<file path="config.mk">
export PLATFORM = sky130hd
export DESIGN_NAME = pmc_csr
export DESIGN_NICKNAME = d
export VERILOG_FILES = /design/src/rtl/pmc_pkg.sv /design/src/rtl/pmc_sync.sv /design/src/rtl/pmc_csr.sv
export SDC_FILE = /design/constraint.sdc
export NUM_CORES = 1
export LEC_CHECK = 0
export BUFFER_PORTS_ARGS = -buffer_cell sky130_fd_sc_hd__clkbuf_2
export CAP_MARGIN = 15
export CORE_UTILIZATION = 43
export CTS_CLUSTER_DIAMETER = 200
export DETAILED_ROUTE_END_ITERATION = 6
export HOLD_SLACK_MARGIN = 0.05
export PLACE_DENSITY = 0.88
export RECOVER_POWER = 100
export SYNTH_ARGS = -nofsm -noshare
export SYNTH_HDL_FRONTEND = slang
export SYNTH_SLANG_ARGS = --single-unit
</file>
<file path="constraint.sdc">
create_clock -name ref_clk -period 3.5 [get_ports ref_clk]
set_input_delay 0.7 -clock ref_clk [delete_from_list [all_inputs] [get_ports ref_clk]]
set_output_delay 0.7 -clock ref_clk [all_outputs]
set_load 0.01 [all_outputs]
</file>
<file path="src/rtl/pmc_pkg.sv">
// Constants for the power management configuration registers.
// Assumes byte offsets from configuration space and 32-bit data.
package pmc_pkg;

	// ************************************************************
	// Register map
	// ************************************************************
	localparam int          ADDR_W        = 8;
	localparam logic [7:0]  CAP_OFS       = 8'hC0;
	localparam logic [7:0]  CSR_OFS       = 8'hC4;
	localparam logic [7:0]  CAP_IDENT     = 8'h01;

	// ************************************************************
	// Field positions
	// ************************************************************
	localparam int          D3C_BIT       = 31;
	localparam int          WAKE_FLAG_BIT = 15;
	localparam int          DSCALE_LSB    = 13;
	localparam int          DATA_SELECT_FIELD_LSB      = 9;
	localparam int          DATA_SELECT_FIELD_W        = 4;
	localparam int          WAKE_EN_BIT   = 8;
	localparam int          PSTATE_LSB    = 0;

	// ************************************************************
	// Reset values and supported states
	// ************************************************************
	localparam logic [1:0]  DSCALE_VAL    = 2'h0;
	localparam logic [3:0]  DATA_SELECT_FIELD_RST      = 4'h0;
	localparam logic [3:0]  PSTATE_OK     = 4'hF;

	typedef enum logic [1:0]
	{
		PMC_D0    = 2'h0,
		PMC_D1    = 2'h1,
		PMC_D2    = 2'h2,
		PMC_D3HOT = 2'h3
	} pmc_pstate_t;

endpackage

</file>
<file path="src/rtl/pmc_sync.sv">
// Three-stage synchroniser for a pin level.
// Assumes one clock; the output moves only when stages two and three agree.
`timescale 1ns/1ps

module pmc_sync
(
	input  wire logic ref_clk,
	input  wire logic pin_in,
	output logic      level_out
);
	typedef struct packed
	{
		logic [2:0] stage;
		logic       level;
	} pmc_sync_t;

	pmc_sync_t st_r;
	pmc_sync_t st_nxt;

	always_comb
	begin
		st_nxt       = st_r;
		st_nxt.stage = {st_r.stage[1:0], pin_in};
		// Stage zero feeds only stage one
		if (st_r.stage[1] == st_r.stage[2])
			st_nxt.level = st_r.stage[2];
	end

	// No reset: the level is captured while reset is held, so the stages must keep sampling
	always_ff @(posedge ref_clk)
	begin
		st_r <= st_nxt;
	end

	assign level_out = st_r.level;
endmodule

</file>
<file path="src/rtl/pmc_csr.sv">
// Power management capability and control/status registers.
// Assumes configuration accesses as one-cycle strobes on ref_clk.
`timescale 1ns/1ps

module pmc_csr
(
	input  wire logic                         ref_clk,
	input  wire logic                         reset,
	input  wire logic                         power_on_reset,
	input  wire logic                         nv_d3cold_support,
	input  wire logic                         aux_power_detect,
	input  wire logic                         wake_event,
	input  wire logic                         cfg_rd,
	input  wire logic                         cfg_wr,
	input  wire logic [pmc_pkg::ADDR_W-1:0]   cfg_addr,
	input  wire logic [3:0]                   cfg_be,
	input  wire logic [31:0]                  cfg_wdata,
	output logic      [31:0]                  cfg_rdata,
	output logic                              cfg_rvalid,
	output logic      [1:0]                   power_state,
	output logic                              pme_n_o,
	output logic                              pme_n_oe_n
);
	import pmc_pkg::*;

	// ************************************************************
	// State
	// ************************************************************
	typedef struct packed
	{
		logic              d3cold_wake_support;
		logic              wake_status_flag;
		logic              wake_assert_enable;
		logic [DATA_SELECT_FIELD_W-1:0] data_select_field;
		pmc_pstate_t       power_state_field;
		logic [31:0]       rdata;
		logic              rvalid;
		logic              pme_oe_n;
	} pmc_csr_t;

	pmc_csr_t st_r;
	pmc_csr_t st_nxt;
	logic     aux_level;

	pmc_sync u_aux_sync
	(
		.ref_clk   (ref_clk),
		.pin_in    (aux_power_detect),
		.level_out (aux_level)
	);

	function automatic logic [31:0] csr_word(input pmc_csr_t s);
		logic [31:0] w;
		w                                  = '0;
		w[WAKE_FLAG_BIT]                   = s.wake_status_flag;
		w[DSCALE_LSB +: 2]                 = DSCALE_VAL;
		w[DATA_SELECT_FIELD_LSB +: DATA_SELECT_FIELD_W]              = s.data_select_field;
		w[WAKE_EN_BIT]                     = s.wake_assert_enable;
		w[PSTATE_LSB +: 2]                 = s.power_state_field;
		return w;
	endfunction

	logic csr_wr;
	logic cap_rd;
	logic csr_rd;

	assign csr_wr = cfg_wr && (cfg_addr == CSR_OFS);
	assign cap_rd = cfg_rd && (cfg_addr == CAP_OFS);
	assign csr_rd = cfg_rd && (cfg_addr == CSR_OFS);

	// ************************************************************
	// Next state
	// ************************************************************
	always_comb
	begin
		st_nxt        = st_r;
		st_nxt.rvalid = cfg_rd;
		if (reset)
		begin
			// Aux power absent forces D3cold wake support off
			st_nxt.d3cold_wake_support = nv_d3cold_support && aux_level;
			st_nxt.data_select_field   = DATA_SELECT_FIELD_RST;
			st_nxt.power_state_field   = PMC_D0;
			st_nxt.rdata               = '0;
			st_nxt.rvalid              = 1'b0;
			if (power_on_reset || !st_nxt.d3cold_wake_support)
			begin
				st_nxt.wake_status_flag   = 1'b0;
				st_nxt.wake_assert_enable = 1'b0;
			end
		end
		else
		begin
			if (csr_wr && cfg_be[1])
			begin
				if (cfg_wdata[WAKE_FLAG_BIT])
					st_nxt.wake_status_flag = 1'b0;
				st_nxt.data_select_field  = cfg_wdata[DATA_SELECT_FIELD_LSB +: DATA_SELECT_FIELD_W];
			end
			if (csr_wr && cfg_be[1])
				st_nxt.wake_assert_enable = cfg_wdata[WAKE_EN_BIT];
			// Set after clear so an event in the clear cycle survives
			if (wake_event)
				st_nxt.wake_status_flag = 1'b1;
			if (csr_wr && cfg_be[0] && PSTATE_OK[cfg_wdata[PSTATE_LSB +: 2]])
				st_nxt.power_state_field = pmc_pstate_t'(cfg_wdata[PSTATE_LSB +: 2]);
			if (cap_rd)
			begin
				st_nxt.rdata          = '0;
				st_nxt.rdata[7:0]     = CAP_IDENT;
				st_nxt.rdata[D3C_BIT] = st_r.d3cold_wake_support;
			end
			else if (csr_rd)
				st_nxt.rdata = csr_word(st_r);
			else if (cfg_rd)
				st_nxt.rdata = '0;
		end
		// Open-drain: enable low means the pin is pulled low
		st_nxt.pme_oe_n = !(st_nxt.wake_status_flag && st_nxt.wake_assert_enable);
	end

	// Power-on reset always arrives together with reset
	always_ff @(posedge ref_clk)
	begin
		st_r <= st_nxt;
	end

	assign cfg_rdata   = st_r.rdata;
	assign cfg_rvalid  = st_r.rvalid;
	assign power_state = st_r.power_state_field;
	assign pme_n_o     = 1'b0;
	assign pme_n_oe_n  = st_r.pme_oe_n;

	// ************************************************************
	// Assertions
	// ************************************************************
	property p_cap_ident;
		@(posedge ref_clk) disable iff (reset)
		cap_rd |=> cfg_rvalid && (cfg_rdata[7:0] == CAP_IDENT);
	endproperty
	a_cap_ident: assert property (p_cap_ident) else $error("capability id wrong");

	property p_wake_set;
		@(posedge ref_clk) disable iff (reset)
		wake_event |=> st_r.wake_status_flag;
	endproperty
	a_wake_set: assert property (p_wake_set) else $error("wake event lost");

	property p_wake_clear;
		@(posedge ref_clk) disable iff (reset)
		csr_wr && cfg_be[1] && cfg_wdata[WAKE_FLAG_BIT] && !wake_event |=> !st_r.wake_status_flag;
	endproperty
	a_wake_clear: assert property (p_wake_clear) else $error("wake flag not cleared");

	property p_por_flag;
		@(posedge ref_clk)
		reset && power_on_reset |=> !st_r.wake_status_flag && !st_r.wake_assert_enable;
	endproperty
	a_por_flag: assert property (p_por_flag) else $error("power-up did not clear wake state");

	property p_dscale;
		@(posedge ref_clk) disable iff (reset)
		csr_rd |=> cfg_rdata[DSCALE_LSB +: 2] == DSCALE_VAL;
	endproperty
	a_dscale: assert property (p_dscale) else $error("data scale nonzero");

	property p_data_select_field;
		@(posedge ref_clk) disable iff (reset)
		csr_wr && cfg_be[1] |=> st_r.data_select_field == $past(cfg_wdata[DATA_SELECT_FIELD_LSB +: DATA_SELECT_FIELD_W]);
	endproperty
	a_data_select_field: assert property (p_data_select_field) else $error("data select not written");

	property p_pme_gate;
		@(posedge ref_clk) disable iff (reset)
		csr_wr && cfg_be[1] && !cfg_wdata[WAKE_EN_BIT] |=> pme_n_oe_n;
	endproperty
	a_pme_gate: assert property (p_pme_gate) else $error("wake pin driven without cause");

	property p_pme_follow;
		@(posedge ref_clk) disable iff (reset)
		wake_event && st_r.wake_assert_enable && !csr_wr |=> !pme_n_oe_n;
	endproperty
	a_pme_follow: assert property (p_pme_follow) else $error("wake pin not driven");

	property p_pstate;
		@(posedge ref_clk) disable iff (reset)
		csr_wr && cfg_be[0] |=> power_state ==
			(PSTATE_OK[$past(cfg_wdata[1:0])] ? $past(cfg_wdata[1:0]) : $past(power_state));
	endproperty
	a_pstate: assert property (p_pstate) else $error("power state write wrong");

	property p_d3c;
		@(posedge ref_clk) disable iff (reset)
		$fell(reset) |-> st_r.d3cold_wake_support == ($past(nv_d3cold_support) && $past(aux_level));
	endproperty
	a_d3c: assert property (p_d3c) else $error("D3cold support not captured");
endmodule

</file>
# Word-level counts from Yosys, hierarchy flattened
# Index checks and enable logic that the tools add are counted.
# classes
n_addsub,0
multipliers,0
div,0
magnitude_cmp,1
n_eq_ne,3
shift,0
n_mux,13
n_bitwise,0
n_reduce_logical,14
# ops
op,n
32-bit 2-to-1 mux,3
40-bit 2-to-1 mux,1
"8-bit equality test, second input constant",2
1-bit logical AND,8
1-bit 2-to-1 mux,5
2-bit 2-to-1 mux,2
4-bit 2-to-1 mux,1
"2-bit by 3-bit less-than comparator with 1-bit output, second input constant",1
3-bit nonzero test,1
1-bit binary-select mux with 2-bit select,1
1-bit logical NOT,2
2-bit nonzero test,1
2-bit OR reduction,1
1-bit equality test,1
1-bit logical OR,1
# totals
register_bits,24
latchBits,0
ram_bits,0
romBits,0
input_bits,52
out_inout_bits,37
elab_cells,42
memories,0

# Depth between registers and ports, before layout
# Gate-level depths: netlist of the first run.
# depth
word_depth,8
mapped_depth,5
mapped_depth_nobuf,4

# Cells and area by module
# From an unflattened synthesis of the first run, not the netlist that was laid out.
# unflattened
hier_cells,142
area_unflattened_um2,1322.5
# modules_own_cells
mod,n_inst,cells_per_inst,area_each_um2,seq_area_each_um2
pmc_csr,1,137,1223.7,410.4
pmc_sync,1,5,98.8,90.1

# Worst setup path before layout of the first run
# Ideal clock, no wire load.
# synth_path
path_kind,input to register
from,input port cfg_addr[3] in the netlist's numbering
to,register st_r[41] in the netlist's numbering
setup_time_ps,125
t_arrival_ps,2055
required_time_ps,3375
setup_slack_ps,1319
stages,4
path_buffers,1
path_cell_list,or4b_4 or3_1 buf_6 o41a_1
# synth_lines
element,line,text
"start, declared",pmc_csr.sv:15,"input wire logic [pmc_pkg::ADDR_W-1:0] cfg_addr,"
"end signal, assigned",pmc_csr.sv:125,st_r <= st_nxt;
"end, declared",pmc_csr.sv:41,pmc_csr_t st_r;

==> results of run 1 <==
stage by stage:
step	setup slack, ps	utilization [%]	total power, mW	hold WS [ps]	instance area [sq um]
4_1_cts	1450	49.46	0.4798	346.8	1259
3_3_place_gp	1117	48.03	0.3346	312.5	1222
5_1_grt	1378	48.57	0.4948	357.5	1236
3_5_place_dp	1100	48.03	0.3354	317.8	1222
2_1_floorplan	1319	-	0.3374	309.6	1284
6_report	1412	48.57	0.4738	344.0	1236
worst reg2reg max path, cell delays in order, from the launching register on:
cell	delay [ps]
edfxtp_1	420
nand4b_1	130
o21ai_0	140
a31o_1	280
nor2_1	80
cell type report:
| cell class | count | share of cell area [%] |
|---|---|---|
| multi-input cells | 89 | 39.07 |
| well taps | 30 | 3.036 |
| clock buffers | 4 | 2.935 |
| repair buffers | 38 | 13.87 |
| flip-flops and latches | 24 | 40.49 |
| inverters | 2 | 0.6073 |
logic make-up after synthesis:
logic type / count (synthesis) / share of synthesized area [%]
muxes: 6 / 5.016
AOI/OAI and AO/OA: 16 / 7.733
xor gates and xnor gates: 1 / 0.7316
DFF: 24 / 41.80
buffers and inverters: 42 / 24.76
other: 1 / 0.3132
and+or+nand+nor: 42 / 19.65
state kept, by name (all words and copies together) (netlist names):
register,flops
st_r,7
cfg_rvalid,1
u_aux_sync.st_r,1
pme_n_oe_n,1
u_aux_sync.st_nxt,2
u_aux_sync.level_out,1
cfg_rdata,9
power_state,2
power groups by stage:
stage / Combinational, mW / Clock, mW / Sequential (mW)
2_1_floorplan: 0.0463 / 0 / 0.291
3_3_place_gp: 0.0432 / 0 / 0.291
3_5_place_dp: 0.0438 / 0 / 0.292
4_1_cts: 0.0437 / 0.151 / 0.285
5_1_grt: 0.0494 / 0.159 / 0.286
6_report: 0.0434 / 0.145 / 0.285
worst paths after layout:
path                     endpoint  slack [ps]  cells after the start
max                      st_r[41]        1410                      4
max reg2reg            pme_n_oe_n        2410                      4
min          u_aux_sync.st_nxt[3]         340                      0
min reg2reg  u_aux_sync.st_nxt[3]         340                      0
routing by layer:
metal	global-route usage (%)	up-vias
li1	-	430
met1	16.39	370
met2	21.69	32
met3	3.333	5
met4	10.26	0
met5	0	-
cell usage after synthesis, drive strengths merged:
library cell	count	area, sq um
nor4b	1	8.760
mux2i	6	60.06
nand3	8	40.04
conb	1	3.750
nor2	10	37.54
nor2b	1	6.260
nor3	2	10.01
a21oi	10	50.05
dfxtp	22	440.4
or4bb	1	11.26
nand2b	11	68.82
o41a	1	11.26
or4b	1	13.76
xnor2	1	8.760
o21ai	3	15.01
a31o	1	8.760
nand2	4	15.01
clkbuf	4	15.01
nand4b	2	17.52
buf	36	274.0
or3	1	6.260
o211ai	1	7.510
inv	2	7.510
edfxtp	2	60.06
cell usage in the layout, fill, tap and decap left out, types with 4 or more instances in the layout:
master	Yosys	routed
nor2_1	10	10
clkbuf_2	0	23
a21oi_1	10	10
nand3_1	8	8
conb_1	1	24
nand2_1	4	4
nand2b_1	11	11
clkbuf_1	4	15
dfxtp_1	22	22
mux2i_1	6	6
==> flow_summary.toml, run 1 <==
[yosys]
netlist_instances = 132
synthDistinctLibCells = 25
synthesis.area_sq_mm = 0.001197
synth_warnings = 0
synth-seq-cells = 24
avgSynthCellArea_sq_um = 9.071
yosysSeqAreaShare_pct = 41.80

[critical_path]
start_kind = "input pin"
cp_slowest_cell = "or4b_1"
critPathRequiredTime_ps = 3710
worstPathMaxFanout = 9
rr_startpoint = "u_aux_sync.level_out"
crit_arrival_ps = 2300
critPathMaxStageDelay_ps = 580
worstPathBufferInverterCount = 1
critPathCaptureType = "flip-flop"
worstSetupStartpoint = "cfg_addr[3]"
path_class = "input pin to flip-flop"
crit_chain = "clkbuf_2 > or4b_1 > or3_1 > o41a_1"
crit_family = "simple AND/OR/NAND/NOR gates"

[routing]
met2RoutedLength_um = 932
drt_iter0_drc = 14
dr.pass1.iters = 4
vias_per_cell = 4.476
route.vias.total = 837
finalWirelength_um = 1928
dr.max_layer_used = "met4"
wl_met1_um = 834
drc = 0
drt.antenna.violating_nets = 0
routedWlPerCell_um = 10.31
wl_met3_um = 111

[floorplan]
die_h_um = 54.77
dieArea_sq_mm = 0.003000
start_util_pct = 47.05
dieWidth_um = 54.77
core_area_sq_mm = 0.002545
fp-row-count = 18
ios = 89

[run_status]
outcome = "completed"

[clock_tree]
postCtsSetupBuffers = 0
cts_sinks = 24
clock-root-buffer = "clkbuf_4"
ctsHoldBuffers = 0
clock_latency_ps = 320
cts_tree = "done"
clk_path_buf_depth = 2
clk_pin_slew_ps = 120
htreeDepth = 1
cts_resized = 0
cts_buffers = 3

[cells_and_area]
antenna_cells = 0
nets = 210
fill_cells = 266
multi_input_area_sq_um = 483.0
area_growth_pct = 3.240
layout.cells.non_filler = 187
drive_above_1_share_pct = 17.20
seqCellArea_sq_um = 500.5

[power_and_ir_drop]
pwr-share-clk_pct = 30.6
switching_share_pct = 23.48
p_sw_mw = 0.1113
internal_power_mw = 0.3625
power.density_mw_per_mm2 = 383.2
seq_power_share_pct = 60.2
p_comb_share_pct = 9.2
ir_drop_uv = 209.0
leakagePower_nw = 0.5377

[timing]
finalSetupViolCount = 0
min_period_ps = 2088
clock_skew_ps = 8.402
fmax_mhz = 479.0
maxSlewViolCount = 0
rsz0062_at_grt = "no"
slew-limit-headroom_pct = 39.63
finalSetupTns_ps = 0
hold_violations = 0
tightest_slew_ps = 905.5
fin_crit_sh_pct = 59.64

[grt]
grt_pass1_wl_um = 2801
grt_pass1_vias = 633
grt_antenna_before_repair = 0
grt_max_degree = 24
gr-total-overflow = 0
grt.total_usage_pct = 13.91

[worst_hold_path]
hold_class = "flip-flop to flip-flop"
hp-start = "u_aux_sync.st_nxt[2]"

[place]
dpl.hpwl_um = 1474
io_buffers = 38
place_inst = 183
gp_congestion = 0.6772

[job]
cap_violations = 0
Power figures use the tool's default switching activity.
==> run 2: changes to the inputs <==
Settings changed: ABC_AREA from default to 1, CORE_UTILIZATION 43 to 36, PLACE_DENSITY 0.88 to 0.79.
Clock period 3.5 ns to 1.9 ns, I/O delays scaled along.
==> run 2 against run 1 <==
Against the previous run:
- sequential power grew 84%
- final cell count grew 19%
- hold slack lost 180 ps
- largest power group unchanged
- via count grew 4.2%
- critical endpoint is now cfg_rdata[0]
- wire length shrank 3.6%
- die area grew 20%
- global-route usage shrank 2.2 points
- combinational power grew 85%
- clock power grew 80%
- critical path depth grew 1
==> flow_summary.toml, run 2 <==
[run_status]
outcome = "completed"

[floorplan]
die_h_um = 59.94
dieArea_sq_mm = 0.003593
fp-row-count = 20
dieWidth_um = 59.94
core_area_sq_mm = 0.003128
start_util_pct = 38.64
ios = 89

[yosys]
avgSynthCellArea_sq_um = 8.058
synth_area_leaders = "dfxtp_1, buf_4, nand2_1"
synthFlopType = "dfxtp_1"
yosysSeqAreaShare_pct = 41.41
synth-seq-cells = 24
synthMuxAreaShare_pct = 0
synth_top_cell_by_area = "dfxtp_1"
synth.most_common_cell = "buf_4"
synth_xor_area_share_pct = 0.7246
synth_compound_area_share_pct = 6.315
synthesis.area_sq_mm = 0.001209
postSynth.asyncResetShare_pct = 0
synth_warnings = 0
synthSimpleGateAreaFrac_pct = 25.36
yosys-top-cells-count = "buf_4, nand2_1, dfxtp_1"
synthDistinctLibCells = 24
netlist_instances = 150
synth-adder-area-share_pct = 0
yosysTopAreaCellShare_pct = 36.44
synth_top_family_by_area = "buffers and inverters"
synth_edf_count = 2

[critical_path]
critPathRequiredTime_ps = 2140
path_class = "input pin to flip-flop"
critPathMaxStageDelay_ps = 690
cp_slowest_cell = "nor3_1"
worstPathMaxFanout = 11
critPathCaptureType = "flip-flop"
crit_chain = "clkbuf_1 > inv_1 > nor3_1 > nand2_1 > a31oi_1"
start_kind = "input pin"
crit_arrival_ps = 1630

[power_and_ir_drop]
pwr-share-clk_pct = 30.2
p_comb_share_pct = 9.3
leakagePower_nw = 0.5568
internal_power_mw = 0.6645
p_sw_mw = 0.2018
seq_power_share_pct = 60.6
power_mw = 0.8664
power.density_mw_per_mm2 = 694.5
switching_share_pct = 23.30
ir_drop_uv = 379.1

[routing]
finalWirelength_um = 1858
drt.antenna.violating_nets = 0
route.vias.total = 872
drt_iter0_drc = 13
drc = 0
vias_per_cell = 3.910
routedWlPerCell_um = 8.332
dr.pass1.iters = 4

[clock_tree]
clock_latency_ps = 300
cts_resized = 0
cts_sinks = 24
cts_buffers = 3
cts_tree = "done"
clk_path_buf_depth = 2
clk_pin_slew_ps = 120
htreeDepth = 1
ctsHoldBuffers = 0
clock-root-buffer = "clkbuf_4"
postCtsSetupBuffers = 0

[grt]
grt_pass1_wl_um = 3187
grt_antenna_before_repair = 0
grt.total_usage_pct = 11.72
grt_pass1_vias = 751
gr-total-overflow = 0
grt_max_degree = 14

[cells_and_area]
largest_reg_flops = 9
final_cell_mix = "nand2_1, conb_1, dfxtp_1, clkbuf_2, clkbuf_1"
drive_above_1_share_pct = 19.55
final_common_cell = "nand2_1"
antenna_cells = 0
fill_cells = 360
area_growth_pct = 3.209
nets = 232

[timing]
finalSetupTns_ps = 0
tightest_slew_ps = 779.7
fin_crit_sh_pct = 72.92
min_period_ps = 1386
rsz0062_at_grt = "no"
finalSetupViolCount = 0
slew-limit-headroom_pct = 47.62
holdWs_ps = 163.5
clock_skew_ps = 1.030
maxSlewViolCount = 0
fmax_mhz = 721.7
hold_violations = 0

[place]
io_buffers = 38
gp_congestion = 0.7324
dpl.hpwl_um = 1496

[job]
cap_violations = 0

[worst_hold_path]
hold_class = "input pin to flip-flop"
run 2: cell count changes in the layout (fill, tap and decap cells not counted), sizes merged, moves of 2 or more:
| cell | previous run | this run |
|---|---|---|
| inv | 2 | 11 |
| nor3 | 2 | 5 |
| mux2i | 6 | 0 |
| nand2 | 4 | 33 |
| a21oi | 10 | 8 |
| nor2 | 10 | 17 |
| o21ai | 3 | 6 |
| nand2b | 11 | 0 |
| nand3 | 8 | 4 |
| nand4b | 2 | 0 |
run 2: worst paths after layout:
kind,startpoint,endpoint,slack (ps),cells after the start
setup / recovery,cfg_rd,cfg_rdata[0],510,5
hold / removal,aux_power_detect,u_aux_sync.st_nxt[2],160,1
setup reg to reg,st_r[41],pme_n_oe_n,890,7
hold reg to reg,u_aux_sync.st_nxt[2],u_aux_sync.st_nxt[3],340,0
run 2: cell families (layout without fill, tap and decap cells):
group | Yosys count | in the layout
AND/OR/NAND/NOR | 61 | 61
buffers and inverters | 48 | 54
flip-flops | 24 | 24
AO/OA/AOI/OAI | 15 | 15
other | 1 | 24
XOR/XNOR | 1 | 1
run 2: worst max-delay path: cells and delay by family:
kind,cells,cell delay (ps)
AOI/OAI and AO/OA,1,160
buffers and inverters,2,290
and+or+nand+nor,2,790
run 2: power by group through the flow:
stage | clock network (mW) | logic, mW | registers, mW
after CTS | 0.269 | 0.0859 | 0.525
after global routing | 0.296 | 0.0923 | 0.526
after detailed placement | 0 | 0.0856 | 0.536
after floorplan | 0 | 0.0868 | 0.536
after global placement | 0 | 0.0850 | 0.536
final | 0.261 | 0.0802 | 0.525
run 2: metal layers:
layer	part of all wire (%)	routed length (um)	track usage, %
met1	46	850	16.24
met2	44	823	17.14
met3	9.3	173	4.329
met4	0.54	10	2.990
met5	0	0	0
run 2: through the flow:
stage                     util, %  instances  setup WS (ps)  instance area (sq um)
after global routing        39.88        223          316.0                   1247
after detailed placement    40.72        219          525.3                   1274
after floorplan                 -        173          715.5                   1295
final                       39.88        223          514.4                   1247
after CTS                   41.88        223          667.8                   1310
after global placement      40.72        219          522.5                   1274
run 2: final cells by class:
| class | count | area (sq um) | share of cell area [%] |
|---|---|---|---|
| well taps | 44 | 55.05 | 4.413 |
| flip-flops and latches | 24 | 500.5 | 40.12 |
| repair buffers | 38 | 168.9 | 13.54 |
| multi-input cells | 101 | 440.4 | 35.31 |
| clock buffers | 4 | 36.28 | 2.909 |
| inverters | 12 | 46.29 | 3.711 |
